**config.mk**
```make
export PLATFORM = sky130hd
export DESIGN_NAME = prt_range_teach
export DESIGN_NICKNAME = d
export VERILOG_FILES = /design/src/design/prt_pkg.sv /design/src/design/prt_slot_mem.sv /design/src/design/prt_range_teach.sv
export VERILOG_INCLUDE_DIRS = /design/src /design/src/design
export SDC_FILE = /design/constraint.sdc
export NUM_CORES = 1
export LEC_CHECK = 0
export ABC_AREA = 0
export BUFFER_PORTS_ARGS = -buffer_cell sky130_fd_sc_hd__buf_4
export CORE_MARGIN = 10
export CORE_UTILIZATION = 67
export DETAILED_ROUTE_END_ITERATION = 16
export PLACE_DENSITY = 0.86
export RECOVER_POWER = 25
export SYNTH_ARGS = -nofsm -noshare
export SYNTH_HDL_FRONTEND = slang
export SYNTH_HIERARCHICAL = 1
export SYNTH_SLANG_ARGS = --single-unit
```
**constraint.sdc**
```tcl
create_clock -name clock -period 14.65 [get_ports clock]
set_clock_uncertainty 0.05 [all_clocks]
set_input_delay 1.465 -clock clock [delete_from_list [all_inputs] [get_ports clock]]
set_output_delay 1.465 -clock clock [all_outputs]
set_load 0.02 [all_outputs]
```
**src/design/prt_defines.svh**
```systemverilog
// Register offsets, field positions, reset values and codes for the position range block
`ifndef PRT_DEFINES_SVH
`define PRT_DEFINES_SVH
// Register byte offsets
`define PRT_OFF_CTRL 8'h00
`define PRT_OFF_FWD_LIMIT 8'h04
`define PRT_OFF_REV_LIMIT 8'h08
`define PRT_OFF_TEACH_SEL 8'h0c
`define PRT_OFF_STATUS 8'h10
`define PRT_OFF_POSITION 8'h14
`define PRT_OFF_STORE 8'h18
`define PRT_OFF_TERM_LO 8'h1c
`define PRT_OFF_TERM_HI 8'h20
`define PRT_OFF_SLOT_BASE 8'h40
`define PRT_OFF_SLOT_LAST 8'h5c
// Control pulse setting codes that enable teaching
`define PRT_MODE_ABS 8'h02
`define PRT_MODE_ABS_HIRES 8'h03
// Terminal function code for teaching
`define PRT_FUNC_TEACH 8'h2d
// Status field positions
`define PRT_ST_TRIP 0
`define PRT_ST_FWD_FAULT 1
`define PRT_ST_REV_FAULT 2
`define PRT_ST_TEACH_ACTIVE 3
`define PRT_ST_TEACH_EN 4
// Store register: bit that requests a store
`define PRT_STORE_BIT 0
// Reset values
`define PRT_RST_MODE 8'h00
`define PRT_RST_LIMIT 32'h0000_0000
`define PRT_RST_TEACH_SEL 3'h0
`define PRT_RST_TERM_FUNC 64'h0000_0000_0000_0000
`endif

```
**src/design/prt_pkg.sv**
```systemverilog
// Types shared by the position range and teaching block
package prt_pkg;
  // Bus access phases, one-hot
  typedef enum logic [2:0] {
    PRT_IDLE = 3'b001,
    PRT_FETCH = 3'b010,
    PRT_ACK = 3'b100
  } prt_phase_e;
  // Position count type
  typedef logic signed [31:0] prt_pos_t;
endpackage

```
**src/design/prt_slot_mem.sv**
```systemverilog
// Eight-word store for the multistage position slots
`timescale 1ns/100ps
module prt_slot_mem (
  // Clock and reset
  input wire logic clock,
  input wire logic rst_n,
  // Write port
  input wire logic we,
  input wire logic [2:0] waddr,
  input wire logic [31:0] wdata,
  // Read port, data registered
  input wire logic [2:0] raddr,
  output logic [31:0] rdata
);
  // Slot storage, no reset as for any memory
  logic [31:0] mem [0:7];

  // Write side
  always_ff @(posedge clock) begin
    if (we) begin
      mem[waddr] <= wdata;
    end
  end

  // Registered read, cleared by reset
  always_ff @(posedge clock) begin
    if (!rst_n) begin
      rdata <= 32'h0000_0000;
    end else begin
      rdata <= mem[raddr];
    end
  end
endmodule

```
**src/design/prt_range_teach.sv**
```systemverilog
// Position range supervision, slot clamping and teaching with an Avalon-MM slave
//
// Function
// - Trip and free-run when position leaves range
// - Clamp every slot value to the range
// - Teaching only in absolute position modes 02/03
// - Teaching needs a terminal assigned function 45
// - Teach run latches speed and ramp at acceptance
// - Store key copies position into selected slot
// - Selector 00..07 maps straight to slots 0..7
// - Selector not retained, resets to 00
// - Position counts even while drive idle
// - Zero-return completion clears the position count
//
// The register addresses and the Avalon-MM register port were chosen for this implementation.
`timescale 1ns/100ps
`include "prt_defines.svh"
module prt_range_teach (
  // Clock and reset
  input wire logic clock,
  input wire logic rst_n,
  // Avalon-MM slave
  input wire logic [7:0] address,
  input wire logic read,
  input wire logic write,
  input wire logic [31:0] writedata,
  output logic [31:0] readdata,
  output logic waitrequest,
  // Intelligent input terminals 1..8
  input wire logic [7:0] terminal_in,
  // Drive core: position movement and run command
  input wire logic pos_step,
  input wire logic pos_dir_rev,
  input wire logic zero_return_done,
  input wire logic run_cmd,
  input wire logic [15:0] speed_setting,
  input wire logic [15:0] accel_setting,
  // Drive core outputs
  output logic trip_reg,
  output logic free_run_reg,
  output logic fwd_fault_reg,
  output logic rev_fault_reg,
  output logic teach_run_reg,
  output logic [15:0] teach_speed_reg,
  output logic [15:0] teach_accel_reg
);
  // Software settings
  logic [7:0] control_pulse_setting_reg;
  logic [31:0] forward_range_limit_reg;
  logic [31:0] reverse_range_limit_reg;
  logic [2:0] teach_slot_selector_reg;
  logic [63:0] term_func_reg;
  // Live position count
  prt_pkg::prt_pos_t position_reg;
  // Bus phase and latched request
  prt_pkg::prt_phase_e phase_reg;
  logic [7:0] addr_reg;
  logic wr_reg;
  logic [31:0] wdata_reg;
  // Teach input decode and run edge
  logic teach_en;
  logic teach_input;
  logic run_prev_reg;
  // Slot memory ports
  logic mem_we;
  logic [2:0] mem_waddr;
  logic [31:0] mem_wdata;
  logic [31:0] mem_rdata;
  logic [2:0] mem_raddr;
  // Write accepted in this cycle
  logic accept;
  logic is_slot;

  // Keep a value inside [-reverse, +forward]
  function automatic logic [31:0] clamp_pos(input logic [31:0] v, input logic [31:0] fwd,
                                            input logic [31:0] rev);
    logic signed [31:0] sv;
    logic signed [31:0] lo;
    sv = $signed(v);
    lo = -$signed(rev);
    if (sv > $signed(fwd)) begin
      clamp_pos = fwd;
    end else if (sv < lo) begin
      clamp_pos = lo;
    end else begin
      clamp_pos = v;
    end
  endfunction

  // Slot window decode
  function automatic logic slot_hit(input logic [7:0] a);
    slot_hit = (a >= `PRT_OFF_SLOT_BASE) && (a <= `PRT_OFF_SLOT_LAST) && (a[1:0] == 2'h0);
  endfunction

  // Teaching enable and terminal pick
  always_comb begin
    teach_input = 1'b0;
    teach_en = 1'b0;
    for (int i = 0; i < 8; i++) begin
      if (term_func_reg[i*8 +: 8] == `PRT_FUNC_TEACH) begin
        teach_en = 1'b1;
        teach_input = teach_input | terminal_in[i];
      end
    end
    if ((control_pulse_setting_reg != `PRT_MODE_ABS) &&
        (control_pulse_setting_reg != `PRT_MODE_ABS_HIRES)) begin
      teach_en = 1'b0;
      teach_input = 1'b0;
    end
  end

  // Write accepted at the edge where waitrequest is low
  assign accept = (phase_reg == prt_pkg::PRT_ACK) && wr_reg;
  assign is_slot = slot_hit(addr_reg);
  // Slot read address follows the bus while idle, so the word is ready at the fetch edge
  assign mem_raddr = (phase_reg == prt_pkg::PRT_IDLE) ? address[4:2] : addr_reg[4:2];

  // Bus phases: latch, fetch, answer with waitrequest low
  always_ff @(posedge clock) begin
    if (!rst_n) begin
      phase_reg <= prt_pkg::PRT_IDLE;
      waitrequest <= 1'b1;
      addr_reg <= 8'h00;
      wr_reg <= 1'b0;
      wdata_reg <= 32'h0000_0000;
    end else begin
      unique case (phase_reg)
        prt_pkg::PRT_IDLE: begin
          // Capture a new request
          if (read || write) begin
            addr_reg <= address;
            wr_reg <= write;
            wdata_reg <= writedata;
            phase_reg <= prt_pkg::PRT_FETCH;
          end
        end
        prt_pkg::PRT_FETCH: begin
          // Slot read data now ready, answer next
          waitrequest <= 1'b0;
          phase_reg <= prt_pkg::PRT_ACK;
        end
        prt_pkg::PRT_ACK: begin
          // Master samples here, release
          waitrequest <= 1'b1;
          phase_reg <= prt_pkg::PRT_IDLE;
        end
      endcase
    end
  end

  // Read data mux, registered for the answer cycle
  always_ff @(posedge clock) begin
    if (!rst_n) begin
      readdata <= 32'h0000_0000;
    end else if (phase_reg == prt_pkg::PRT_FETCH) begin
      if (is_slot) begin
        readdata <= mem_rdata;
      end else begin
        unique case (addr_reg)
          `PRT_OFF_CTRL: readdata <= {24'h00_0000, control_pulse_setting_reg};
          `PRT_OFF_FWD_LIMIT: readdata <= forward_range_limit_reg;
          `PRT_OFF_REV_LIMIT: readdata <= reverse_range_limit_reg;
          `PRT_OFF_TEACH_SEL: readdata <= {29'h0000_0000, teach_slot_selector_reg};
          `PRT_OFF_STATUS: readdata <= {27'h000_0000, teach_en, teach_input,
                                        rev_fault_reg, fwd_fault_reg, trip_reg};
          `PRT_OFF_POSITION: readdata <= position_reg;
          `PRT_OFF_TERM_LO: readdata <= term_func_reg[31:0];
          `PRT_OFF_TERM_HI: readdata <= term_func_reg[63:32];
          // Unmapped and store register read as zero
          default: readdata <= 32'h0000_0000;
        endcase
      end
    end
  end

  // Setting registers written by software
  always_ff @(posedge clock) begin
    if (!rst_n) begin
      control_pulse_setting_reg <= `PRT_RST_MODE;
      forward_range_limit_reg <= `PRT_RST_LIMIT;
      reverse_range_limit_reg <= `PRT_RST_LIMIT;
      term_func_reg <= `PRT_RST_TERM_FUNC;
    end else if (accept) begin
      unique case (addr_reg)
        `PRT_OFF_CTRL: control_pulse_setting_reg <= wdata_reg[7:0];
        `PRT_OFF_FWD_LIMIT: forward_range_limit_reg <= wdata_reg;
        `PRT_OFF_REV_LIMIT: reverse_range_limit_reg <= wdata_reg;
        `PRT_OFF_TERM_LO: term_func_reg[31:0] <= wdata_reg;
        `PRT_OFF_TERM_HI: term_func_reg[63:32] <= wdata_reg;
        // Other offsets leave settings alone
        default: ;
      endcase
    end
  end

  // Volatile teach slot selector
  always_ff @(posedge clock) begin
    if (!rst_n) begin
      teach_slot_selector_reg <= `PRT_RST_TEACH_SEL;
    end else if (accept && (addr_reg == `PRT_OFF_TEACH_SEL)) begin
      teach_slot_selector_reg <= wdata_reg[2:0];
    end
  end

  // Slot writes: bus write or store key, both clamped
  always_comb begin
    mem_we = 1'b0;
    mem_waddr = addr_reg[4:2];
    mem_wdata = clamp_pos(wdata_reg, forward_range_limit_reg, reverse_range_limit_reg);
    if (accept && is_slot) begin
      mem_we = 1'b1;
    end else if (accept && (addr_reg == `PRT_OFF_STORE) &&
                 wdata_reg[`PRT_STORE_BIT] && teach_en) begin
      mem_we = 1'b1;
      mem_waddr = teach_slot_selector_reg;
      mem_wdata = clamp_pos(position_reg, forward_range_limit_reg,
                            reverse_range_limit_reg);
    end
  end

  // Slot memory
  prt_slot_mem u_slots (
    .clock(clock),
    .rst_n(rst_n),
    .we(mem_we),
    .waddr(mem_waddr),
    .wdata(mem_wdata),
    .raddr(mem_raddr),
    .rdata(mem_rdata)
  );

  // Position counter, runs whether or not the drive runs
  always_ff @(posedge clock) begin
    if (!rst_n) begin
      position_reg <= 32'sh0000_0000;
    end else if (zero_return_done) begin
      position_reg <= 32'sh0000_0000;
    end else if (pos_step) begin
      position_reg <= pos_dir_rev ? position_reg - 32'sh1 : position_reg + 32'sh1;
    end
  end

  // Range check every cycle; faults stick until reset
  always_ff @(posedge clock) begin
    if (!rst_n) begin
      fwd_fault_reg <= 1'b0;
      rev_fault_reg <= 1'b0;
      trip_reg <= 1'b0;
      free_run_reg <= 1'b0;
    end else begin
      if (position_reg > $signed(forward_range_limit_reg)) begin
        fwd_fault_reg <= 1'b1;
        trip_reg <= 1'b1;
        free_run_reg <= 1'b1;
      end
      if (position_reg < -$signed(reverse_range_limit_reg)) begin
        rev_fault_reg <= 1'b1;
        trip_reg <= 1'b1;
        free_run_reg <= 1'b1;
      end
    end
  end

  // Teach run: latch speed and ramp on run acceptance
  always_ff @(posedge clock) begin
    if (!rst_n) begin
      run_prev_reg <= 1'b0;
      teach_run_reg <= 1'b0;
      teach_speed_reg <= 16'h0000;
      teach_accel_reg <= 16'h0000;
    end else begin
      run_prev_reg <= run_cmd;
      if (run_cmd && !run_prev_reg && teach_input && !trip_reg) begin
        teach_run_reg <= 1'b1;
        teach_speed_reg <= speed_setting;
        teach_accel_reg <= accel_setting;
      end else if (!run_cmd || trip_reg) begin
        teach_run_reg <= 1'b0;
      end
    end
  end
endmodule

```
==> results <==
- The flow ran to the end, but the final reports show violations.
- The final reports fail on capacitance limit, slew limit.
- The insertion delay to the later sink of the worst-skew pair is 0.64 ns.
- In this run the standard cell core region covers 0.0429 sq mm.
- The total congestion overflow after global routing is 0.
- The number of logic stages on the critical path including buffering is 5.
- The number of H-tree branching levels is 2.
- The post-CTS setup buffer count is 0.
- Setup repair after global routing left no endpoint under its margin.
- After synthesis the cells add up to 0.0290 sq mm.
- At the worst endpoint, the required time is 15.13 ns.
- The number of max-cap violations is 3.
- The worst setup path is of the input port to flop kind.
- After routing, the total negative slack on setup checks comes to 0 ns.
- Once layout is complete, the utilization of the core stands at 74.9%.
- The fraction of synthesis flops using an asynchronous set or reset pin is 0%.
- The number of I/O pins is 158.
- The number of clock buffers added by TritonCTS is 55.
- The number of antenna violations at the first check in global routing was 3.
- The slew at the pin closest to its max-slew limit is 4.85 ns.
- The instance count along the most critical hold path is 2.
- Among the stages of the critical path, the cell type that occurs most often is clkbuf_1.
- Global routing used 35.7% of the available tracks across all layers.
- Registers are responsible for 46.5% of the overall power.
- The critical hold path startpoint is term_func_reg[61]$_SDFFE_PN0P_.
- Measured against its own limit, the worst slew margin works out to -223%.
- In this run switching power makes up 28.2% of total power.
- For this block, the initial DRC count from the detailed router was 3357.
- The number of cells produced by synthesis is 2776.
- The count of clock tree sinks is 573.
- For the worst setup path, the data arrival time is 8.81 ns.
- The minimum period implied by the final worst setup slack is 8.33 ns.
- In this run, distinct cell masters in the synthesized netlist total 79.
- For this configuration, the core starts out at a cell density of 67.5%.
- The height of the die is 228 um.
- The total of fill cells in the finished design is 2930.
- The internal power consumption is 0.00275 W.
- Traced cell by cell, the critical path runs through clkbuf_1 > clkbuf_1 > buf_4 > o21ai_0 > a221oi_2.
- The number of cell rows is 76.
- The longest individual stage delay on the worst path is 3.33 ns.
- Along the worst path, the maximum fanout reaches 132.
- The number of hold-repair buffers added at the cts stage is 0.
- The root buffer cell chosen for the clock tree is clkbuf_16.
- The Yosys step of the flow raised 6 warnings.
- The floorplan die width is 228 um.
- The highest attainable clock frequency is 120 MHz.
- The floorplan step defined a die boundary enclosing 0.0519 sq mm.
- The final wirelength is 95800 um.
- Dividing total power by cell area gives a power density of 119 mW/mm^2.
- The relative area change from synthesis to final layout is 10.9%.
- The kind of end point of the critical path is a flop.
- The commonest register cell after synthesis is dfxtp_1.
- The share of the Yosys chip area taken by registers is 48.5%.
- After clock tree synthesis, the repair step resized 0 gates.
- Summing all non-filler instances in the final layout gives an area of 0.0321 sq mm.
- The TritonCTS clock tree is yes.
- The number of vias per cell after detailed routing is 6.76.
- The clock edge transition at the registers on the reported setup and hold paths is 0.06 ns.
- The number of global-route vias before repair is 23180.
- The total vias in the final route is 23657.
- Summed over all cells, the static leakage comes to 12.2 nW.
- Synthesis produced a netlist with a net count of 3022.
- The layout cell share with drive strength beyond 1 is 12.3%.
- The startpoint type of the worst setup path is an input port.
- The part of the total power dissipated in combinational logic is 15.7%.
- The library cell used most frequently in the layout, excluding fill and tap cells, is nand2_1.
- The post-place instance area is 0.0305 sq mm.
- The total of flip-flops plus latches after synthesis is 573.
- In this run the power spent charging and discharging nets is 0.00108 W.
- The cell type of the slowest stage on the worst timing path is clkbuf_1.
- The number of failing hold endpoints at the final stage was 0.
- The library cells used most frequently in the layout, excluding fill and tap cells, are nand2_1 (432), dfxtp_1 (317), edfxtp_1 (256).
- The pin count of the biggest net entering global routing is 133.
- In this design, the largest share of critical-path delay is due to buffers and inverters.
- The wire length of the first global-routing pass is 143000 um.
- Dividing the synthesized area by the synthesized cell count gives 10.4 sq um.
- The max-slew violation total from the final report is 231.
- For this run, design rule violations remaining after detail routing come to 0.
- The beginning of the critical path is rst_n.
- VDD sags by at most 122 uV.
- The share of the clock period used by the worst path is 56.8%.
- The sum of net half-perimeters after detailed placement is 63900 um.
- No sink is reached through more buffers than the 3 on the longest clock path.
- Counting both buffers and inverters, the worst setup path holds a total of 3.
- The startpoint identified for the worst register-to-register timing path is reverse_range_limit_reg[0]$_SDFFE_PN0P_.
- The worst min-delay path class is flop to flop.
- Yosys mapped a number of flops with a built-in enable equal to 256.
- The count of input and output buffers is 157.
- Setup violations remaining at the end of the flow were counted as 0.
- The number of nets at the end of the flow is 3111.
- The part of the total power dissipated in the clock network is 37.8%.
- At the end of routability-driven placement, the weighted congestion stood at 0.977.
- For this run, the detailed router's first-pass iteration total came to 6.
- Measured in cells, the most critical reg-to-reg path has a length of 20.
- The register with the most flip-flops in the layout has 256 of them.
- The average detailed-routed wire length per instance is 27.4 um.
- The number of nets with antenna violations after routing is 0.
## power groups by stage
| stage | sequential (W) | clock (W) | combinational [W] |
|---|---|---|---|
| 2_1_floorplan | 0.00179 | 0 | 0.000403 |
| 3_3_place_gp | 0.00181 | 0 | 0.000562 |
| 3_5_place_dp | 0.00181 | 0 | 0.000579 |
| 4_1_cts | 0.00177 | 0.00145 | 0.000587 |
| 5_1_grt | 0.00178 | 0.00151 | 0.000636 |
| 6_report | 0.00178 | 0.00145 | 0.000600 |
## tightest hold or removal path: stages, from the launching register on
cell      delay (ns)
dfxtp_1         0.32
nand2_1         0.05
a21boi_0        0.07
## Yosys cell counts, types with 41 or more instances
master	number	area (sq um)
nand2_1	432	1620
dfxtp_1	317	6350
edfxtp_1	256	7690
a21boi_0	180	1350
ha_1	157	1960
clkbuf_1	133	499
o21ai_0	124	621
inv_1	112	420
mux2i_1	112	1120
a21oi_1	89	445
a22oi_1	86	646
nor2_1	85	319
a21o_1	65	488
nor2b_1	54	338
nand4_1	41	257
## per-stage QoR
| stage | instances | hold WS, ns | total power [W] | worst slack, ns |
|---|---|---|---|---|
| 4_1_cts | 3497 | 0.431 | 0.00381 | 8.51 |
| 6_report | 3498 | 0.433 | 0.00382 | 6.32 |
| 2_1_floorplan | 2776 | 0.394 | 0.00219 | 9.73 |
| 5_1_grt | 3497 | 0.452 | 0.00392 | 5.81 |
| 3_5_place_dp | 3393 | 0.421 | 0.00239 | 8.57 |
| 3_3_place_gp | 3393 | 0.413 | 0.00237 | 8.73 |
## metal layers
layer	global-route usage (%)	share of wire [%]	vias to the layer above
li1	-	-	10371
met1	43.1	37	11222
met2	56.5	45	1623
met3	7.95	10	435
met4	24.5	7.9	6
met5	0	0.072	-
## path summary, 6_finish.rpt
kind | end | slack, ns
setup / recovery | u_slots/rdata[6]$_SDFF_PN0_ | 6.32
hold / removal | term_func_reg[61]$_SDFFE_PN0P_ | 0.43
setup reg to reg | u_slots/mem[4][0]$_DFFE_PP_ | 8.36
hold reg to reg | term_func_reg[61]$_SDFFE_PN0P_ | 0.43
## area by class of cell
cell class / count / area [sq um] / share of cell area, %
inverters: 113 / 424 / 1.32
diodes: 1 / 2.50 / 0.00779
clock buffers: 76 / 1540 / 4.78
flip-flops and latches: 573 / 14000 / 43.7
repair buffers: 202 / 1240 / 3.87
clock inverters: 28 / 310 / 0.967
multi-input cells: 1920 / 13800 / 43.1
well taps: 585 / 732 / 2.28
## logic make-up (layout without fill, tap and decap cells)
group	Yosys count	in the layout	share of synthesized area (%)
AOI/OAI and AO/OA	733	733	18.2
xor gates and xnor gates	53	53	1.60
adders and majority gates	158	158	6.85
buffers and inverters	283	419	4.25
DFF	573	573	48.5
muxes	181	181	7.81
other	0	1	0
and+or+nand+nor	795	795	12.8
Power figures use the tool's default switching activity.
